$ cat src/inc/acc_pkg.sv
// constants, types and register map of the comparator control block
// How it works
// - result high when positive input exceeds negative
// - mux enabled, converter off: channel picks pin
// - otherwise dedicated negative pin drives negative input
// - bandgap select bit chooses reference or pin
// - raw output synchronised, one to two cycles
// - mode 00 toggle, 01 reserved, 10 fall, 11 rise
// - matching output event sets interrupt flag
// - request only when flag, enable, global enable
// - vector or written one clears flag
// - capture enable routes output to timer
// - routed output uses timer canceller and edges
// - power-off bit switches comparator off anytime
// - buffer-off bit forces pin read to zero
package acc_pkg;

  // byte addresses on the register bus
  localparam logic [7:0] ACC_OFS_CTRL = 8'h50;
  localparam logic [7:0] ACC_OFS_CONV_B = 8'h54;
  localparam logic [7:0] ACC_OFS_PIN_DIS = 8'h58;

  // comparator_control_status fields
  localparam int ACC_BIT_POWER_OFF = 7;
  localparam int ACC_BIT_BANDGAP = 6;
  localparam int ACC_BIT_RESULT = 5;
  localparam int ACC_BIT_FLAG = 4;
  localparam int ACC_BIT_IRQ_EN = 3;
  localparam int ACC_BIT_CAPTURE = 2;
  localparam int ACC_BIT_MODE_HI = 1;
  localparam int ACC_BIT_MODE_LO = 0;

  // converter_control_status_b field
  localparam int ACC_BIT_MUX_EN = 6;

  // comparator_pin_input_disable fields
  localparam int ACC_BIT_NEG_BUF_OFF = 1;
  localparam int ACC_BIT_POS_BUF_OFF = 0;

  // reset values
  localparam logic [7:0] ACC_RST_CTRL = 8'h00;
  localparam logic [7:0] ACC_RST_CONV_B = 8'h00;
  localparam logic [7:0] ACC_RST_PIN_DIS = 8'h00;
  localparam logic [31:0] ACC_RDATA_IDLE = 32'h0000_0000;

  typedef enum logic [1:0] {
    ACC_MODE_TOGGLE = 2'h0,
    ACC_MODE_RSVD = 2'h1,
    ACC_MODE_FALL = 2'h2,
    ACC_MODE_RISE = 2'h3
  } acc_mode_e;

  typedef enum logic [1:0] {
    ACC_BUS_IDLE = 2'h1,
    ACC_BUS_ANS = 2'h2
  } acc_bus_e;

endpackage

$ cat src/logic/acc_edge_flag.sv
// edge classifier and sticky interrupt flag
`timescale 1ns/100ps
module acc_edge_flag (
  input wire logic clk_sys,
  input wire logic srst,
  input wire logic level,
  input acc_pkg::acc_mode_e mode,
  input wire logic clear,
  output logic flag
);
  import acc_pkg::*;

  logic prev_r;
  logic prev_nxt;
  logic seen_r;
  logic seen_nxt;
  logic flag_r;
  logic flag_nxt;
  logic rise;
  logic fall;
  logic hit;

  always_comb begin
    rise = seen_r && level && !prev_r;
    fall = seen_r && !level && prev_r;
    case (mode)
      ACC_MODE_TOGGLE: hit = rise || fall;
      ACC_MODE_FALL: hit = fall;
      ACC_MODE_RISE: hit = rise;
      default: hit = 1'b0;
    endcase
    prev_nxt = level;
    seen_nxt = 1'b1;
    // a new event wins over a clear in the same cycle
    flag_nxt = hit ? 1'b1 : (clear ? 1'b0 : flag_r);
  end

  always_ff @(posedge clk_sys) begin
    if (srst) begin
      prev_r <= 1'b0;
      seen_r <= 1'b0;
      flag_r <= 1'b0;
    end else begin
      prev_r <= prev_nxt;
      seen_r <= seen_nxt;
      flag_r <= flag_nxt;
    end
  end

  assign flag = flag_r;
endmodule

$ cat src/logic/acc_sync.sv
// synchroniser for the raw comparator output
`timescale 1ns/100ps
module acc_sync (
  input wire logic clk_sys,
  input wire logic srst,
  input wire logic raw_in,
  output logic level_out
);
  import acc_pkg::*;

  logic meta_r;
  logic meta_nxt;
  logic level_r;
  logic level_nxt;

  // two stages keep the latency at one to two cycles
  always_comb begin
    meta_nxt = raw_in;
    level_nxt = meta_r;
  end

  always_ff @(posedge clk_sys) begin
    if (srst) begin
      meta_r <= 1'b0;
      level_r <= 1'b0;
    end else begin
      meta_r <= meta_nxt;
      level_r <= level_nxt;
    end
  end

  assign level_out = level_r;
endmodule

$ cat src/logic/acc_top.sv
// comparator control block with register slave and analogue steering
//
// The implementer's own choice: the Avalon-MM register port.
`timescale 1ns/100ps
module acc_top (
  input wire logic clk_sys,
  input wire logic srst,
  input wire logic [7:0] avs_address,
  input wire logic avs_read,
  input wire logic avs_write,
  input wire logic [31:0] avs_writedata,
  input wire logic [3:0] avs_byteenable,
  output logic [31:0] avs_readdata,
  output logic avs_waitrequest,
  input wire logic comparator_raw,
  input wire logic converter_enable,
  input wire logic [2:0] channel_select_field,
  input wire logic global_irq_enable,
  input wire logic irq_vector_ack,
  input wire logic [1:0] pin_level,
  output logic comparator_power_off,
  output logic bandgap_select,
  output logic neg_use_mux,
  output logic [2:0] neg_channel,
  output logic capture_trigger,
  output logic comparator_irq,
  output logic positive_pin_buffer_off,
  output logic negative_pin_buffer_off,
  output logic [1:0] pin_read
);
  import acc_pkg::*;

  acc_bus_e bus_state_r;
  acc_bus_e bus_state_nxt;
  logic wait_r;
  logic wait_nxt;
  logic [31:0] rdata_r;
  logic [31:0] rdata_nxt;

  logic [7:0] ctrl_r;
  logic [7:0] ctrl_nxt;
  logic [7:0] conv_b_r;
  logic [7:0] conv_b_nxt;
  logic [7:0] pin_dis_r;
  logic [7:0] pin_dis_nxt;

  logic neg_mux_r;
  logic neg_mux_nxt;
  logic [2:0] neg_chan_r;
  logic [2:0] neg_chan_nxt;
  logic capture_r;
  logic capture_nxt;
  logic irq_r;
  logic irq_nxt;
  logic [1:0] pin_read_r;
  logic [1:0] pin_read_nxt;

  logic result;
  logic flag;
  logic commit;
  logic sw_clear;
  logic flag_rd_r;
  logic flag_rd_nxt;

  function automatic logic hit_addr(input logic [7:0] addr, input logic [7:0] ofs);
    hit_addr = (addr == ofs);
  endfunction

  function automatic logic [7:0] read_mux(input logic [7:0] addr, input logic [7:0] ctrl,
                                          input logic [7:0] conv_b, input logic [7:0] pin_dis);
    read_mux = 8'h00;
    if (hit_addr(addr, ACC_OFS_CTRL)) begin
      read_mux = ctrl;
    end else if (hit_addr(addr, ACC_OFS_CONV_B)) begin
      read_mux = conv_b;
    end else if (hit_addr(addr, ACC_OFS_PIN_DIS)) begin
      read_mux = pin_dis;
    end
  endfunction

  acc_sync u_sync (
    .clk_sys(clk_sys),
    .srst(srst),
    .raw_in(comparator_raw),
    .level_out(result)
  );

  acc_edge_flag u_flag (
    .clk_sys(clk_sys),
    .srst(srst),
    .level(result),
    .mode(acc_mode_e'(ctrl_r[ACC_BIT_MODE_HI:ACC_BIT_MODE_LO])),
    .clear(sw_clear || irq_vector_ack),
    .flag(flag)
  );

  // bus: request seen in idle, answered the next cycle with waitrequest low
  always_comb begin
    bus_state_nxt = bus_state_r;
    wait_nxt = wait_r;
    rdata_nxt = rdata_r;
    commit = 1'b0;
    case (bus_state_r)
      ACC_BUS_IDLE: begin
        if (avs_read || avs_write) begin
          bus_state_nxt = ACC_BUS_ANS;
          wait_nxt = 1'b0;
          rdata_nxt = {24'h000000,
                       read_mux(avs_address, ctrl_r, conv_b_r, pin_dis_r)};
        end
      end
      ACC_BUS_ANS: begin
        bus_state_nxt = ACC_BUS_IDLE;
        wait_nxt = 1'b1;
        rdata_nxt = ACC_RDATA_IDLE;
        commit = avs_write && avs_byteenable[0];
      end
      default: begin
        bus_state_nxt = ACC_BUS_IDLE;
        wait_nxt = 1'b1;
        rdata_nxt = ACC_RDATA_IDLE;
      end
    endcase
  end

  always_ff @(posedge clk_sys) begin
    if (srst) begin
      bus_state_r <= ACC_BUS_IDLE;
      wait_r <= 1'b1;
      rdata_r <= ACC_RDATA_IDLE;
    end else begin
      bus_state_r <= bus_state_nxt;
      wait_r <= wait_nxt;
      rdata_r <= rdata_nxt;
    end
  end

  // register file; the result and flag bits are live state, not storage
  always_comb begin
    sw_clear = commit && hit_addr(avs_address, ACC_OFS_CTRL)
               && avs_writedata[ACC_BIT_FLAG];
    ctrl_nxt = ctrl_r;
    conv_b_nxt = conv_b_r;
    pin_dis_nxt = pin_dis_r;
    if (commit && hit_addr(avs_address, ACC_OFS_CTRL)) begin
      ctrl_nxt = avs_writedata[7:0];
    end
    if (commit && hit_addr(avs_address, ACC_OFS_CONV_B)) begin
      conv_b_nxt = 8'h00;
      conv_b_nxt[ACC_BIT_MUX_EN] = avs_writedata[ACC_BIT_MUX_EN];
    end
    if (commit && hit_addr(avs_address, ACC_OFS_PIN_DIS)) begin
      pin_dis_nxt = {6'h00, avs_writedata[1:0]};
    end
    ctrl_nxt[ACC_BIT_RESULT] = result;
    ctrl_nxt[ACC_BIT_FLAG] = 1'b0;
  end

  always_ff @(posedge clk_sys) begin
    if (srst) begin
      ctrl_r <= ACC_RST_CTRL;
      conv_b_r <= ACC_RST_CONV_B;
      pin_dis_r <= ACC_RST_PIN_DIS;
    end else begin
      ctrl_r <= ctrl_nxt;
      conv_b_r <= conv_b_nxt;
      pin_dis_r <= pin_dis_nxt;
    end
  end

  // analogue steering, capture route, request and pin masking
  always_comb begin
    neg_mux_nxt = conv_b_r[ACC_BIT_MUX_EN] && !converter_enable;
    neg_chan_nxt = channel_select_field;
    capture_nxt = ctrl_r[ACC_BIT_CAPTURE] && result;
    irq_nxt = flag && ctrl_r[ACC_BIT_IRQ_EN] && global_irq_enable;
    pin_read_nxt = pin_level & ~pin_dis_r[1:0];
  end

  always_ff @(posedge clk_sys) begin
    if (srst) begin
      neg_mux_r <= 1'b0;
      neg_chan_r <= 3'h0;
      capture_r <= 1'b0;
      irq_r <= 1'b0;
      pin_read_r <= 2'h0;
    end else begin
      neg_mux_r <= neg_mux_nxt;
      neg_chan_r <= neg_chan_nxt;
      capture_r <= capture_nxt;
      irq_r <= irq_nxt;
      pin_read_r <= pin_read_nxt;
    end
  end

  always_comb begin
    avs_readdata = rdata_r;
    avs_waitrequest = wait_r;
    // the flag bit is read from the flag flop
    if (bus_state_r == ACC_BUS_ANS && hit_addr(avs_address, ACC_OFS_CTRL)) begin
      avs_readdata[ACC_BIT_FLAG] = flag_rd_r;
    end
  end

  // the flag bit of the read word is taken from the live flag when captured
  always_comb begin
    flag_rd_nxt = flag;
  end
  always_ff @(posedge clk_sys) begin
    if (srst) begin
      flag_rd_r <= 1'b0;
    end else begin
      flag_rd_r <= flag_rd_nxt;
    end
  end

  assign comparator_power_off = ctrl_r[ACC_BIT_POWER_OFF];
  assign bandgap_select = ctrl_r[ACC_BIT_BANDGAP];
  assign neg_use_mux = neg_mux_r;
  assign neg_channel = neg_chan_r;
  assign capture_trigger = capture_r;
  assign comparator_irq = irq_r;
  assign negative_pin_buffer_off = pin_dis_r[ACC_BIT_NEG_BUF_OFF];
  assign positive_pin_buffer_off = pin_dis_r[ACC_BIT_POS_BUF_OFF];
  assign pin_read = pin_read_r;
endmodule

$ cat config.mk
export PLATFORM = sky130hd
export DESIGN_NAME = acc_top
export DESIGN_NICKNAME = d
export VERILOG_FILES = /design/src/inc/acc_pkg.sv /design/src/logic/acc_edge_flag.sv /design/src/logic/acc_sync.sv /design/src/logic/acc_top.sv
export SDC_FILE = /design/constraint.sdc
export NUM_CORES = 1
export LEC_CHECK = 0
export BUFFER_PORTS_ARGS = -buffer_cell sky130_fd_sc_hd__buf_2
export CAP_MARGIN = 10
export CELL_PAD_IN_SITES_DETAIL_PLACEMENT = 1
export CELL_PAD_IN_SITES_GLOBAL_PLACEMENT = 2
export CORE_UTILIZATION = 23
export CTS_CLUSTER_DIAMETER = 40
export DETAILED_ROUTE_END_ITERATION = 12
export HOLD_SLACK_MARGIN = 0.08
export PLACE_DENSITY = 0.91
export REMOVE_ABC_BUFFERS = 1
export SLEW_MARGIN = 20
export SYNTH_ARGS = -nofsm -noshare
export SYNTH_HDL_FRONTEND = slang
export SYNTH_HIERARCHICAL = 1
export SYNTH_SLANG_ARGS = --single-unit
$ cat constraint.sdc
create_clock -name clk_sys -period 2.8 [get_ports clk_sys]
set_input_delay 0.42 -clock clk_sys [delete_from_list [all_inputs] [get_ports clk_sys]]
set_output_delay 0.42 -clock clk_sys [all_outputs]
set_load 0.1 [all_outputs]
==> flow_metrics.tcl, run 1 <==
set metrics [dict create \
    hp-class "input port to flop" \
    dr_total_vias 1071 \
    cp-end-kind "output port" \
    finalHoldWorstSlack_ns 0.282 \
    first_global_vias 1081 \
    antenna_cells 0 \
    total_power_mw 1.07 \
    track_usage_pct 10.2 \
    p_per_area_mw_per_mm2 626 \
    grt_max_degree 24 \
    portBuffers 49 \
    grt.met3_usage_pct 5.26 \
    post_cts_buffers 0 \
    grt_overflow_total 0 \
    ir_drop_v 0.000230 \
    grt_pass1_wl_um 4770 \
    finalHoldViolCount 0 \
    arrival_ns 1.51 \
    ys_types 27 \
    syn_area_mm2 0.00138 \
    clkSinkCount 33 \
    h-tree-depth 2 \
    drt-total-wl_um 3060 \
    gr-max-usage-layer "met2" \
    cts_inserted_buffers 5 \
    rsz0062_at_grt "false" \
    use_met1_pct 10.7 \
    cts_hold_buf 0 \
    coreArea_mm2 0.00564 \
    r2r_end "u_flag/flag" \
    synth.avg_cell_area_um2 9.95 \
    outcome "completed" \
    r2r_slack_ns 1.41 \
    first_iter_violations 22 \
    nets 249 \
    drc 0 \
    antenna_found_initial 0 \
    dieArea_mm2 0.00633 \
    max_cap_viol_count 0 \
    synth_top_cell_by_area "dfxtp_1" \
    worstSkewPairLatency_ns 0.29 \
    place_area_mm2 0.00162 \
    crit_required_ns 2.38 \
    r2r_start "bus_state_r[0]" \
    place_congestion 0.714 \
    relSlewSlack_pct 50.3 \
    layout-drive-gt1-share_pct 32.1 \
    root_buffer "clkbuf_8" \
    initial_core_util_pct 24.5 \
    cts-resized-gates 0 \
    post_drt_wl_per_cell_um 11.5 \
    holdPathEnd "neg_use_mux" \
    fin_skew_ns 0.0107 \
    period_needed_ns 1.93 \
    hold_path_startpoint "converter_enable" \
    tritoncts "built" \
    drt_first_pass_iters 4 \
    final_max_slew_viol_count 0 \
    cp-start-kind "input port" \
    ys_seq_area_share_pct 47.8 \
    synthCells 139 \
    synth_top_cell_area_share_pct 47.8 \
    worstHoldPathCells 2 \
    fmax_ghz 0.518 \
    clkTransAtPathRegs_ns 0.07 \
    die-width_um 79.5 \
    via_per_inst 4.04 \
    num_rows 27 \
    synth_area_leaders "dfxtp_1 (48%), buf_4 (13%), mux2i_1 (8.0%), nor2_1 (4.9%), nor2b_1 (4.5%)" \
    rr_worst_depth 6 \
    hpwl_um 2360 \
    area_growth_pct 23.2 \
    io_pins 102 \
    cp_max_fo 5 \
    worst_pin_slew_ns 0.743 \
    final_cell_area_mm2 0.00170 \
    dieHeight_um 79.5 \
    p_leak_nw 0.872 \
    setup_viol 0 \
    fin_crit_sh_pct 69.0 \
    yosys_warnings 6 \
    met2_usage_pct 17.5 \
    finalSetupTns_ns 0 \
    ant_nets 0 \
    path_class "input port to output port" \
    cts.path.max_buffers 2 \
    synth_seq_cells 33 \
]
cells by family after synthesis:
logic type             synth area share, %
flip-flops                            47.8
buffers and inverters                 14.9
AO/OA/AOI/OAI                         5.34
AND/OR/NAND/NOR                       23.1
multiplexers                          7.96
other                                0.271
XOR/XNOR                             0.634
critical path, stage by stage:
cell and delay, ns:
buf_2 0.09, and4bb_4 0.38, nand2_4 0.07, nor2_1 0.11
buf_2 0.43
cells in the final DEF (no fill, tap or decap), drive strengths merged:
cell	n
buf	50
dfxtp	33
conb	24
nor2	19
mux2i	11
nor2b	10
clkbuf	6
a22oi	5
nand2	5
inv	4
or4	3
a21oi	3
nor3b	3
nand4	3
and4b	2
nand4b	2
clkinv	2
and4bb	1
o21bai	1
or2	1
and2	1
and3	1
o21ai	1
a32oi	1
xnor2	1
report_power, final:
group	leakage, nW	switching (mW)	total [mW]	internal (mW)
clock	0.0450	0.176	0.348	0.172
sequential	0.269	0.00478	0.484	0.480
combinational	0.559	0.206	0.235	0.0285
state kept, by name, summed over array words and instances, names as in the netlist, 2 cells and up:
register / cells
pin_read: 2
ctrl_r: 7
rdata_r: 7
pin_dis_r: 2
bus_state_r: 2
neg_channel: 3
cell type report:
class / instances / area (um^2)
clock buffer: 6 / 72.6
clock inverter: 2 / 10.0
fill: 680 / 3940
inverter: 4 / 15.0
multi-input combinational: 98 / 602
sequential: 33 / 661
tap: 72 / 90.1
timing repair buffer: 50 / 253
synthesized netlist by cell type:
master	n
dfxtp_1	33
buf_4	24
nor2_1	18
mux2i_1	11
nor2b_1	10
a22oi_1	5
inv_1	4
nand2_1	4
a21oi_1	3
clkbuf_1	3
nor3b_1	3
or4_1	3
and4b_1	2
nand4_1	2
nand4b_1	2
a32oi_1	1
and2_1	1
and3_1	1
and4bb_4	1
conb_1	1
nand2_4	1
nand4_2	1
nor2_8	1
o21ai_0	1
o21bai_1	1
or2_2	1
xnor2_1	1
worst max-delay path by stage:
stage | from | slack [ns] | to | cells past startpoint
after floorplan | bus_state_r[0] | 0.16 | avs_readdata[4] | 2
after CTS | avs_address[7] | 0.85 | avs_readdata[4] | 5
after global routing | avs_address[7] | 0.82 | avs_readdata[4] | 5
final | avs_address[7] | 0.87 | avs_readdata[4] | 5
after detailed placement | avs_address[7] | 0.85 | avs_readdata[4] | 5
after global placement | avs_address[7] | 0.86 | avs_readdata[4] | 5
per-stage QoR:
stage                     util, %  setup WS [ns]  cells
after global placement       28.7          0.859    257
after CTS                    30.2          0.847    265
final                        30.2          0.869    265
after detailed placement     28.7          0.848    257
after floorplan                 -          0.158    135
after global routing         30.2          0.823    265
layer usage:
metal / wire length, um / up-vias / part of all wire (%)
li1: - / 529 / -
met1: 1270 / 490 / 42
met2: 1480 / 47 / 48
met3: 276 / 5 / 9.0
met4: 29 / 0 / 0.95
met5: 0 / - / 0
No activity file was read; power rests on OpenSTA's default activity.
==> run 2: changes to the inputs <==
Settings changed: CORE_UTILIZATION 23 to 19, PLACE_DENSITY 0.91 to 0.81.
Clock period 2.8 ns to 1.6 ns, I/O delays scaled along.
==> flow_metrics.tcl, run 2 (synthesis gave the netlist of run 1 again) <==
set metrics [dict create \
    fin_skew_ns 0.00300 \
    root_buffer "clkbuf_8" \
    p_leak_nw 0.918 \
    drt-total-wl_um 3420 \
    first_iter_violations 23 \
    worstSkewPairLatency_ns 0.28 \
    path_class "flop to output port" \
    final_cell_mix "buf_2 (48), dfxtp_1 (33), conb_1 (24)" \
    rsz0062_at_grt "false" \
    tritoncts "built" \
    fmax_ghz 0.690 \
    max_stage_delay_ns 0.34 \
    coreArea_mm2 0.00691 \
    ant_nets 0 \
    dr_total_vias 1071 \
    path_cells "nand4b_1 > nor2_1 > buf_12" \
    p_per_area_mw_per_mm2 1210 \
    setup_viol 0 \
    antenna_cells 0 \
    cpMaxStageDelayCell "dfxtp_1" \
    max_cap_viol_count 0 \
    cts-resized-gates 0 \
    via_per_inst 3.66 \
    fin_crit_sh_pct 90.6 \
    cp_max_fo 4 \
    io_pins 102 \
    track_usage_pct 9.33 \
    period_needed_ns 1.45 \
    grt_max_degree 23 \
    antenna_found_initial 0 \
    arrival_ns 1.21 \
    crit_required_ns 1.36 \
    layout_commonest_cell "buf_2" \
    total_power_mw 2.21 \
    portBuffers 49 \
    drc 0 \
    post_drt_wl_per_cell_um 11.7 \
    h-tree-depth 2 \
    finalWorstSetupSlack_ns 0.150 \
    first_global_vias 1079 \
    drt_first_pass_iters 4 \
    grt_overflow_total 0 \
    finalHoldViolCount 0 \
    area_growth_pct 32.3 \
    hpwl_um 2680 \
    cp-end-kind "output port" \
    final-seq-area_um2 661 \
    clkTransAtPathRegs_ns 0.07 \
    cp-start-kind "flop" \
    finalSetupTns_ns 0 \
    post_cts_buffers 0 \
    clkSinkCount 33 \
    die-width_um 87.3 \
    cts.path.max_buffers 2 \
    hp-class "input port to flop" \
    outcome "completed" \
    post-place-ws_ns 0.0684 \
    multi_input_area_um2 602 \
    cts_hold_buf 0 \
    fillCellCount 828 \
    place_congestion 0.725 \
    finalHoldWorstSlack_ns 0.117 \
    num_rows 30 \
    dieArea_mm2 0.00762 \
    cts_inserted_buffers 5 \
    layout-drive-gt1-share_pct 34.0 \
    grt_pass1_wl_um 5180 \
    ir_drop_v 0.000323 \
    nets 253 \
    dieHeight_um 87.3 \
    initial_core_util_pct 20.0 \
    final_max_slew_viol_count 0 \
]
==> run 2: cell types whose count changed in the layout (fill, tap and decap cells not counted) <==
cell       change
buf_2          -1
buf_12         +1
clkbuf_1       -1
bufinv_16      +2
buf_4          +4
clkinv_2       -1
==> run 2: cell type report <==
class / instances / share of cell area [%]
sequential: 33 / 36.1
multi-input combinational: 98 / 32.9
timing repair buffer: 54 / 16.3
tap: 96 / 6.57
clock buffer: 5 / 3.76
clock inverter: 3 / 3.56
inverter: 4 / 0.821
==> run 2: through the flow <==
stage	util [%]	area, um^2	instances
2_1_floorplan	-	1280	135
3_3_place_gp	24.5	1700	285
3_5_place_dp	24.5	1700	285
4_1_cts	26.5	1830	293
5_1_grt	26.5	1830	293
6_report	26.5	1830	293
==> run 2: path summary, 6_finish.rpt <==
path,startpoint,endpoint,slack (ns),depth (start not counted)
max,bus_state_r[0],avs_readdata[4],0.15,3
min,converter_enable,neg_use_mux,0.12,2
max reg2reg,bus_state_r[0],u_flag/flag,0.20,6
min reg2reg,rdata_r[0],rdata_r[0],0.46,2
==> run 2: metal layers <==
layer | up-vias | part of all wire, % | global-route usage (%) | wire, um
met4 | 0 | 0.53 | 3.13 | 18
met2 | 45 | 49 | 16.9 | 1680
met5 | - | 0 | 0 | 0
met1 | 491 | 43 | 10.0 | 1470
met3 | 2 | 7.2 | 3.32 | 247
li1 | 533 | - | - | -
==> run 2: where the power goes <==
group,switching (mW),internal (mW)
clock network,0.320,0.619
registers,0.00852,0.839
logic,0.365,0.0578
total,0.694,1.52
==> run 2: critical path: cells and delay by family, from the launching register on <==
family | cells | cell delay [ns]
simple gates | 2 | 0.38
flops | 1 | 0.34
buf+inv | 1 | 0.21
